[src/asp_pkg.sv]
package asp_pkg;
    // device register map
    localparam int         NUM_IN        = 8;
    localparam logic [5:0] GEN_OFS       = 6'h20;
    localparam int         ROUTE_DEST_LO = 8;
    localparam int         ROUTE_EN_BIT  = 0;
    localparam int         GEN_DROP_BIT  = 24;
    localparam int         GEN_WIDTH_LO  = 16;
    localparam int         GEN_SPP_LO    = 8;
    localparam int         GEN_CAL_BIT   = 1;
    localparam int         GEN_EN_BIT    = 0;
    localparam logic [1:0] WIDTH_RST     = 2'h1;
    localparam logic [7:0] SPP_RST       = 8'h01;
    localparam logic [1:0] W_8           = 2'h0;
    localparam logic [1:0] W_16          = 2'h1;
    localparam logic [1:0] W_32          = 2'h3;
    localparam logic [2:0] CAL_PULSES    = 3'h6;

    // controller register map (apb byte addresses)
    localparam logic [7:0] C_CMD_OFS   = 8'h00;
    localparam logic [7:0] C_WDATA_OFS = 8'h04;
    localparam logic [7:0] C_RDATA_OFS = 8'h08;
    localparam logic [7:0] C_PULSE_OFS = 8'h0c;
    localparam logic [7:0] C_RXD_OFS   = 8'h10;
    localparam logic [7:0] C_RXDST_OFS = 8'h14;
    localparam logic [7:0] C_ISTAT_OFS = 8'h18;
    localparam logic [7:0] C_IMASK_OFS = 8'h1c;
    localparam int         CMD_GO_BIT  = 31;
    localparam int         CMD_WR_BIT  = 8;
    localparam int         RX_FULL_BIT = 31;
    localparam int         RX_END_BIT  = 8;
    localparam int         INT_DONE    = 0;
    localparam int         INT_RXBYTE  = 1;
    localparam int         INT_RXEND   = 2;
    localparam int         INT_W       = 3;
endpackage
[src/asp_link_if.sv]
`timescale 1ns/1ps
interface asp_link_if;
    logic        reg_req;
    logic        reg_wr;
    logic [5:0]  reg_addr;
    logic [31:0] reg_wdata;
    logic        reg_ack;
    logic [31:0] reg_rdata;
    logic        samp;
    logic        tok_valid;
    logic        tok_end;
    logic [7:0]  tok_data;
    logic [23:0] tok_dest;
    logic        tok_ready;

    modport dev (
        input  reg_req, reg_wr, reg_addr, reg_wdata, samp, tok_ready,
        output reg_ack, reg_rdata, tok_valid, tok_end, tok_data, tok_dest
    );
    modport ctl (
        output reg_req, reg_wr, reg_addr, reg_wdata, samp, tok_ready,
        input  reg_ack, reg_rdata, tok_valid, tok_end, tok_data, tok_dest
    );
endinterface

[src/asp_device.sv]
`timescale 1ns/1ps
module asp_device
    import asp_pkg::*;
(
    input  wire logic        clk,
    input  wire logic        rst_b,
    asp_link_if.dev          link,
    input  wire logic [11:0] adc_result,
    output wire logic [2:0]  adc_sel,
    output wire logic        adc_cal,
    output wire logic        adc_on
);
    typedef enum logic [1:0] {ST_IDLE, ST_DATA, ST_END} asp_st_t;

    logic [23:0]       dest_reg [NUM_IN];
    logic [NUM_IN-1:0] in_en_reg;
    logic              gen_en_reg;
    logic              gen_cal_reg;
    logic              drop_reg;
    logic [1:0]        width_reg;
    logic [7:0]        spp_reg;
    logic              ack_reg;
    logic [31:0]       rdata_reg;
    logic              samp_d_reg;
    logic [2:0]        cal_cnt_reg;
    logic [2:0]        sel_reg;
    asp_st_t           st_reg;
    logic [31:0]       sh_reg;
    logic [2:0]        left_reg;
    logic [7:0]        pkt_cnt_reg;
    logic              pend_end_reg;
    logic              tv_reg;
    logic              tend_reg;
    logic [7:0]        tdata_reg;
    logic [23:0]       tdest_reg;

    logic        acc;
    logic        wr;
    logic        rd;
    logic        hit_route;
    logic        hit_gen;
    logic [2:0]  idx;
    logic        rise;
    logic        cal_done;
    logic        conv;
    logic        drop_set;
    logic        tok_hs;
    logic [31:0] fmt;
    logic [2:0]  nbytes;
    logic [7:0]  pkt_cnt_next;

    // index of next enabled input after cur, wrapping; cur if none
    function automatic logic [2:0] nxt(input logic [2:0] cur,
                                       input logic [7:0] en);
        logic [2:0] c;
        nxt = cur;
        for (int i = 7; i >= 1; i--) begin
            c = cur + i[2:0];
            if (en[c]) begin
                nxt = c;
            end
        end
    endfunction

    // one access per request; ack low again before the next is taken
    assign acc       = link.reg_req & ~ack_reg;
    assign wr        = acc & link.reg_wr;
    assign rd        = acc & ~link.reg_wr;
    assign idx       = link.reg_addr[4:2];
    assign hit_route = ~link.reg_addr[5] & (link.reg_addr[1:0] == 2'h0);
    assign hit_gen   = link.reg_addr == GEN_OFS;

    assign rise     = link.samp & ~samp_d_reg;
    assign cal_done = cal_cnt_reg == CAL_PULSES;
    assign conv     = rise & gen_en_reg & cal_done & (|in_en_reg)
                      & (st_reg == ST_IDLE);
    assign drop_set = rise & gen_en_reg & cal_done & (|in_en_reg)
                      & (st_reg != ST_IDLE);
    assign tok_hs   = tv_reg & link.tok_ready;
    assign pkt_cnt_next = pkt_cnt_reg + 8'h01;

    // left aligned formatting; reserved code 2 falls back to 8 bits
    always_comb begin
        fmt    = {adc_result, 20'h0};
        nbytes = 3'h4;
        case (width_reg)
            W_16: begin
                fmt    = {adc_result, 4'h0, 16'h0};
                nbytes = 3'h2;
            end
            W_32: begin
                fmt    = {adc_result, 20'h0};
                nbytes = 3'h4;
            end
            default: begin
                fmt    = {adc_result[11:4], 24'h0};
                nbytes = 3'h1;
            end
        endcase
    end

    // per-input routing registers, frozen while converter runs
    always_ff @(posedge clk) begin
        if (!rst_b) begin
            for (int i = 0; i < NUM_IN; i++) begin
                dest_reg[i] <= 24'h0;
            end
            in_en_reg <= '0;
        end else if (wr && hit_route && !gen_en_reg) begin
            dest_reg[idx]  <= link.reg_wdata[31:ROUTE_DEST_LO];
            in_en_reg[idx] <= link.reg_wdata[ROUTE_EN_BIT];
        end
    end

    // general control fields
    always_ff @(posedge clk) begin
        if (!rst_b) begin
            gen_en_reg  <= 1'b0;
            gen_cal_reg <= 1'b0;
            width_reg   <= WIDTH_RST;
            spp_reg     <= SPP_RST;
        end else if (wr && hit_gen) begin
            gen_en_reg  <= link.reg_wdata[GEN_EN_BIT];
            gen_cal_reg <= link.reg_wdata[GEN_CAL_BIT];
            width_reg   <= link.reg_wdata[GEN_WIDTH_LO +: 2];
            spp_reg     <= link.reg_wdata[GEN_SPP_LO +: 8];
        end
    end

    // dropped flag: a new drop in the read cycle survives the clear
    always_ff @(posedge clk) begin
        if (!rst_b) begin
            drop_reg <= 1'b0;
        end else if (drop_set) begin
            drop_reg <= 1'b1;
        end else if (rd && hit_gen) begin
            drop_reg <= 1'b0;
        end
    end

    // register read data and acknowledge
    always_ff @(posedge clk) begin
        if (!rst_b) begin
            ack_reg   <= 1'b0;
            rdata_reg <= 32'h0;
        end else begin
            ack_reg <= acc;
            if (rd) begin
                rdata_reg <= 32'h0;
                if (hit_route) begin
                    rdata_reg <= {dest_reg[idx], 7'h0, in_en_reg[idx]};
                end else if (hit_gen) begin
                    rdata_reg <= {7'h0, drop_reg, 6'h0, width_reg,
                                  spp_reg, 6'h0, gen_cal_reg,
                                  gen_en_reg};
                end
            end
        end
    end

    // calibration pulse count; any disable rearms the six pulses
    always_ff @(posedge clk) begin
        if (!rst_b) begin
            samp_d_reg  <= 1'b0;
            cal_cnt_reg <= 3'h0;
        end else begin
            samp_d_reg <= link.samp;
            if (!gen_en_reg) begin
                cal_cnt_reg <= 3'h0;
            end else if (rise && !cal_done) begin
                cal_cnt_reg <= cal_cnt_reg + 3'h1;
            end
        end
    end

    // input selection: parked on lowest enabled input while disabled
    always_ff @(posedge clk) begin
        if (!rst_b) begin
            sel_reg <= 3'h0;
        end else if (!gen_en_reg) begin
            sel_reg <= nxt(3'h7, in_en_reg);
        end else if (rise) begin
            sel_reg <= nxt(sel_reg, in_en_reg);
        end
    end

    // with a count of zero, packets stay open until a register access
    always_ff @(posedge clk) begin
        if (!rst_b) begin
            pend_end_reg <= 1'b0;
        end else if (acc && spp_reg == 8'h0) begin
            pend_end_reg <= 1'b1;
        end else if (st_reg == ST_END
                     || (st_reg == ST_IDLE && pkt_cnt_reg == 8'h0)) begin
            pend_end_reg <= 1'b0;
        end
    end

    // byte stream: sample bytes msb first, then an end token
    always_ff @(posedge clk) begin
        if (!rst_b) begin
            st_reg      <= ST_IDLE;
            sh_reg      <= 32'h0;
            left_reg    <= 3'h0;
            pkt_cnt_reg <= 8'h0;
            tv_reg      <= 1'b0;
            tend_reg    <= 1'b0;
            tdata_reg   <= 8'h0;
            tdest_reg   <= 24'h0;
        end else begin
            case (st_reg)
                ST_IDLE: begin
                    if (conv) begin
                        st_reg    <= ST_DATA;
                        sh_reg    <= fmt << 8;
                        left_reg  <= nbytes;
                        tdata_reg <= fmt[31:24];
                        tdest_reg <= dest_reg[sel_reg];
                        tv_reg    <= 1'b1;
                    end else if (pend_end_reg && pkt_cnt_reg != 8'h0) begin
                        st_reg   <= ST_END;
                        tv_reg   <= 1'b1;
                        tend_reg <= 1'b1;
                    end
                end
                ST_DATA: begin
                    if (tok_hs && left_reg == 3'h1) begin
                        if (spp_reg != 8'h0 && pkt_cnt_next >= spp_reg) begin
                            st_reg      <= ST_END;
                            tend_reg    <= 1'b1;
                            pkt_cnt_reg <= 8'h0;
                        end else begin
                            st_reg      <= ST_IDLE;
                            tv_reg      <= 1'b0;
                            pkt_cnt_reg <= pkt_cnt_next;
                        end
                    end else if (tok_hs) begin
                        tdata_reg <= sh_reg[31:24];
                        sh_reg    <= sh_reg << 8;
                        left_reg  <= left_reg - 3'h1;
                    end
                end
                ST_END: begin
                    if (tok_hs) begin
                        st_reg      <= ST_IDLE;
                        tv_reg      <= 1'b0;
                        tend_reg    <= 1'b0;
                        pkt_cnt_reg <= 8'h0;
                    end
                end
                default: begin
                    st_reg <= ST_IDLE;
                end
            endcase
        end
    end

    assign link.reg_ack   = ack_reg;
    assign link.reg_rdata = rdata_reg;
    assign link.tok_valid = tv_reg;
    assign link.tok_end   = tend_reg;
    assign link.tok_data  = tdata_reg;
    assign link.tok_dest  = tdest_reg;
    assign adc_sel        = sel_reg;
    assign adc_cal        = gen_cal_reg;
    assign adc_on         = gen_en_reg;
endmodule // asp_device

[src/flat_wrapper.sv]
// flat-port wrapper written by rule: the top's interface ports become plain ports
module asp_device_flat import asp_pkg::*;
  (clk, rst_b, adc_result, adc_sel, adc_cal, adc_on, link_reg_req, link_reg_wr, link_reg_addr, link_reg_wdata, link_samp, link_tok_ready, link_reg_ack, link_reg_rdata, link_tok_valid, link_tok_end, link_tok_data, link_tok_dest);
  asp_link_if link_i ();
  input  wire logic clk;
  input  wire logic rst_b;
  input  wire logic [11:0] adc_result;
  output wire logic [2:0] adc_sel;
  output wire logic adc_cal;
  output wire logic adc_on;
  input wire logic [$bits(link_i.reg_req)-1:0] link_reg_req;
  input wire logic [$bits(link_i.reg_wr)-1:0] link_reg_wr;
  input wire logic [$bits(link_i.reg_addr)-1:0] link_reg_addr;
  input wire logic [$bits(link_i.reg_wdata)-1:0] link_reg_wdata;
  input wire logic [$bits(link_i.samp)-1:0] link_samp;
  input wire logic [$bits(link_i.tok_ready)-1:0] link_tok_ready;
  output wire logic [$bits(link_i.reg_ack)-1:0] link_reg_ack;
  output wire logic [$bits(link_i.reg_rdata)-1:0] link_reg_rdata;
  output wire logic [$bits(link_i.tok_valid)-1:0] link_tok_valid;
  output wire logic [$bits(link_i.tok_end)-1:0] link_tok_end;
  output wire logic [$bits(link_i.tok_data)-1:0] link_tok_data;
  output wire logic [$bits(link_i.tok_dest)-1:0] link_tok_dest;
  assign link_i.reg_req = link_reg_req;
  assign link_i.reg_wr = link_reg_wr;
  assign link_i.reg_addr = link_reg_addr;
  assign link_i.reg_wdata = link_reg_wdata;
  assign link_i.samp = link_samp;
  assign link_i.tok_ready = link_tok_ready;
  assign link_reg_ack = link_i.reg_ack;
  assign link_reg_rdata = link_i.reg_rdata;
  assign link_tok_valid = link_i.tok_valid;
  assign link_tok_end = link_i.tok_end;
  assign link_tok_data = link_i.tok_data;
  assign link_tok_dest = link_i.tok_dest;
  asp_device u_core (.clk(clk), .rst_b(rst_b), .link(link_i), .adc_result(adc_result), .adc_sel(adc_sel), .adc_cal(adc_cal), .adc_on(adc_on));
endmodule
[config.mk]
export PLATFORM = sky130hd
export DESIGN_NAME = asp_device_flat
export DESIGN_NICKNAME = d
export VERILOG_FILES = /design/src/asp_pkg.sv /design/src/asp_link_if.sv /design/src/asp_device.sv /design/src/flat_wrapper.sv
export SDC_FILE = /design/constraint.sdc
export NUM_CORES = 1
export LEC_CHECK = 0
export ABC_AREA = 1
export BUFFER_PORTS_ARGS = -buffer_cell sky130_fd_sc_hd__buf_2
export CORE_UTILIZATION = 60
export DETAILED_ROUTE_END_ITERATION = 8
export PLACE_DENSITY_LB_ADDON = 0.15
export SYNTH_ARGS = -nofsm -noshare
export SYNTH_HDL_FRONTEND = slang
export SYNTH_SLANG_ARGS = --single-unit
[constraint.sdc]
create_clock -name clk -period 5.53 [get_ports clk]
set_clock_uncertainty 0.05 [all_clocks]
set_input_delay 1.106 -clock clk [delete_from_list [all_inputs] [get_ports clk]]
set_output_delay 1.106 -clock clk [all_outputs]
set_load 0.01 [all_outputs]
After elaboration in Yosys (flattened, before gate mapping)
Memory sizes are Yosys's and may differ from the RTL's. A register that Yosys moved wholly into a read port is not among the register bits. Cells that the tools add are included.

Register bits after elaboration: 117. Bits in latches: 0. RAM bits: 192. ROM bits: 0. Input port bits: 56. Output and inout bits: 72. Logic and storage cells: 194. Memories: 1.

Memory list: u_core.dest_reg (depth 8, bits a word 24, read ports 2, clocked after memory_dff 1, wr ports 8, RTL line asp_device.sv:15) `logic [23:0] dest_reg [NUM_IN];`.

$add $sub $neg: 10. Multiply operators: 0. Divide/modulo/power cells: 0. Order comparisons: 10. Eq/ne operators: 19. Shift operators: 0. Muxes and demuxes: 82. Bitwise logic cells: 15. Reduce and logical (&&, ||, !) cells: 38.

Operator list (number): 2-to-1 mux 32 bit (4); case mux 32 bit (2 select lines) (1); 2-to-1 mux 3 bit (17); 2-to-1 mux 24 bit (2); 2-to-1 mux 8 bit (6); < comparator 3 x 4 -> 1 bit (second input constant) (8); case mux 8 bit (2 select lines) (2); 2-to-1 mux 1 bit (27); 2-to-1 mux 25 bit (1); binary-select mux 1 bit (select 3 bit) (8); OR reduction 24 bit (1); logical NOT 8 bit (2); nonzero test 8 bit (2); 2-to-1 mux 2 bit (7); adder 3 bit (second input constant) (4); case mux 3 bit (2 select lines) (2); AND 1 bit (11); logical AND 1 bit (11); != test 2 x 1 -> 1 bit (second input constant) (5); != test 2 bit (second input constant) (5); nonzero test 2 bit (5); adder 8 x 1 -> 8 bit (second input constant) (1); bitwise mux 8 bit (1); greater-or-equal comparator 8 bit (1); 26 further kinds (40).

Depth between registers and ports, before layout
Depth after elaboration: 12. Depth in mapped cells: 19. Mapped depth without buffers: 16.

Worst setup path after synthesis
No wires, ideal clock.

Path kind: input port to flip-flop. Start: input port link_reg_addr[2]. End: memory u_core.dest_reg[7][0], enable pin. Setup time: 0.441 ns. Arrival: 3.436 ns. Data required time: 5.039 ns. Setup slack: 1.603 ns. Stages on the path: 5. Path buffers: 1. Path through: buf_2 -> inv_2 -> nor2_1 -> inv_1 -> o21ai_0.

RTL lines: from (decl) (RTL line flat_wrapper.sv:13) `input wire logic [$bits(link_i.reg_addr)-1:0] link_reg_addr;`; to (decl) (RTL line asp_device.sv:15).

==> run summary <==
Critical Path Most Common Cell - nand2_1
fin cells - 2155
static leakage power - 0.00679 uW
gr usage total - 36.4%
Initial Utilization - 61.8%
Slowest-stage cell, CP - nand2_1
row count - 56
Pre-Repair DR Iteration Count - 6
Peak VDD IR - 0.000254 V
Setup WS pre-CTS - 1.89 ns
CP arrival - 3.38 ns
Hold Fails Final Rpt - 0
syn_area_per_cell - 8.49 um2
io pins - 128
setup TNS - 0 ns
TritonCTS clock tree - yes
most common cell after layout, fill and taps aside - nor2_1
Detail Route Antenna Nets - 0
Min-Delay Path Class - flip-flop to flip-flop
fmax - 315 MHz
worst-margin pin slew - 1.22 ns
CTS Sinks - 299
Clk pin slew, worst setup/hold paths - 0.06 ns
clock latency on the worst-skew pair - 0.58 ns
total number of vias - 13.3k
cts bufs inserted - 31
drt initial violations - 1781
Max Slew Vio Count - 0
crit path kind - primary input to flip-flop
unique cell type count in the Yosys netlist - 47
Area Growth Syn to Fin - 11.6%
IO Port Bufs - 115
grt total ovfl - 0
Inserted Diodes - 0
status - finished, final reports clean
synthesized instance count - 1730
launch point of the worst path - link_reg_req
period utilization - 57.4%
EDFF count, synth - 192
Rel. slew slack - 18.4%
most frequent cells in the layout - 340 x nor2_1, 242 x nand2_1, 192 x edfxtp_1
share of post-route cells with drive strength above 1 - 12.8%
post-synthesis register bit count - 299
# DRC - 0
vias in the first global route - 12.3k
Routed wire per std cell - 21.2 um
Main synth FF type - edfxtp_1
Power Density - 291 nW/um2
DRT Wirelength - 45600 um
# H-tree levels - 1
RSZ-0062 raised after global routing - no
clock buffer depth - 3
Nets - 1887
largest net degree at the start of global routing - 116
Vias/cell - 6.19
Startpoint Class - primary input
CP required - 5.74 ns
slowest stage delay, CP - 0.77 ns
Setup crit end kind - flip-flop
ys async rst share - 0%
synthesized area - 14700 um2
Post-CTS Resized - 0
final setup fails - 0
die footprint - 25100 um2
sequential fraction of the synthesis area - 53.8%
post-CTS setup buffer count - 0
dpl cells - 2097
Root Buffer - clkbuf_16
crit-path max FO - 17
Largest register FFs - 192
hold path start - u_core.link.tok_end
first-pass GRT wire length - 68000 um
initial antenna violation count - 0
Synth Warn # - 0
maxcap violations - 0
Core Region - 23800 um2
CP Cell Sequence - buf_2 > nand2_1 > nor2_1 > nand4_1 > nor2_1 > nand2_1 > nand2_1 > buf_4
Placer Congestion - 0.899
die height - 158 um
Final WS setup - 2.35 ns
worst r2r src - u_core.link.reg_ack
die width - 158 um
cts hold-fix bufs - 0
Post-DP HPWL - 27300 um
minimum clock period - 3.18 ns
worst max-delay path: cells and delay by family:
kind	cells	cell delay [ns]
AND/OR/NAND/NOR	6	1.87
buffers and inverters	2	0.39
path summary, 6_finish.rpt:
| check | end | slack, ns | cells past startpoint |
|---|---|---|---|
| max | u_core.dest_reg[3][17] | 2.35 | 8 |
| min | u_core.link.tok_end | 0.40 | 2 |
| max reg2reg | u_core.dest_reg[3][17] | 2.63 | 8 |
| min reg2reg | u_core.link.tok_end | 0.40 | 2 |
cell usage after synthesis, types with 6 or more instances:
| cell type | instances | area, um2 |
|---|---|---|
| dfxtp_1 | 107 | 2140 |
| inv_1 | 139 | 522 |
| o21ai_0 | 170 | 851 |
| nand4_1 | 18 | 113 |
| a221oi_1 | 19 | 166 |
| nor3_1 | 42 | 210 |
| buf_4 | 9 | 67.6 |
| ha_1 | 20 | 250 |
| a21oi_1 | 113 | 566 |
| o22ai_1 | 38 | 238 |
| edfxtp_1 | 192 | 5770 |
| nor2_2 | 6 | 37.5 |
| nand3_1 | 61 | 305 |
| a22oi_1 | 24 | 180 |
| clkbuf_1 | 58 | 218 |
| nand2_2 | 10 | 62.6 |
| o211ai_1 | 18 | 135 |
| buf_2 | 27 | 135 |
| inv_2 | 9 | 33.8 |
| nand2_1 | 244 | 916 |
| o2111ai_1 | 9 | 78.8 |
| nor2_1 | 343 | 1290 |
layout make-up:
cell class | instances | area [um2]
multi-input cells | 1180 | 5790
fillers | 1885 | 7360
clock inverters | 18 | 81.3
clock buffers | 40 | 830
flip-flops and latches | 299 | 7910
well taps | 319 | 399
repair buffers | 145 | 801
inverters | 154 | 582
per-layer routing:
| metal | global-route usage [%] | share of wire (%) | up-vias |
|---|---|---|---|
| met5 | 0 | 0 | - |
| met4 | 16.5 | 3.8 | 0 |
| met3 | 6.89 | 13 | 146 |
| met2 | 60.1 | 46 | 964 |
| met1 | 46.6 | 37 | 6159 |
| li1 | - | - | 6075 |
report_power, final:
| part | switching [uW] | total (uW) | internal (uW) |
|---|---|---|---|
| combinational | 305 | 410 | 105 |
| sequential | 30.4 | 2450 | 2420 |
| clock | 868 | 1920 | 1050 |
kinds of logic after synthesis:
group / synth area share, %
other: 0.0255
DFF: 53.8
adders and majority gates: 1.70
xor gates and xnor gates: 0.358
AOI/OAI and AO/OA: 16.0
and+or+nand+nor: 20.8
buffers and inverters: 7.23
through the flow:
step	utilization [%]	area (um2)	hold slack (ns)	power, uW
final	69.0	16400	0.403	4780
after global routing	69.0	16400	0.431	4900
after CTS	69.0	16400	0.410	4760
after detailed placement	65.2	15500	0.400	2890
after global placement	65.2	15500	0.394	2880
after floorplan	-	14700	0.403	2750
Note: power is estimated with default switching activity, not from simulation.
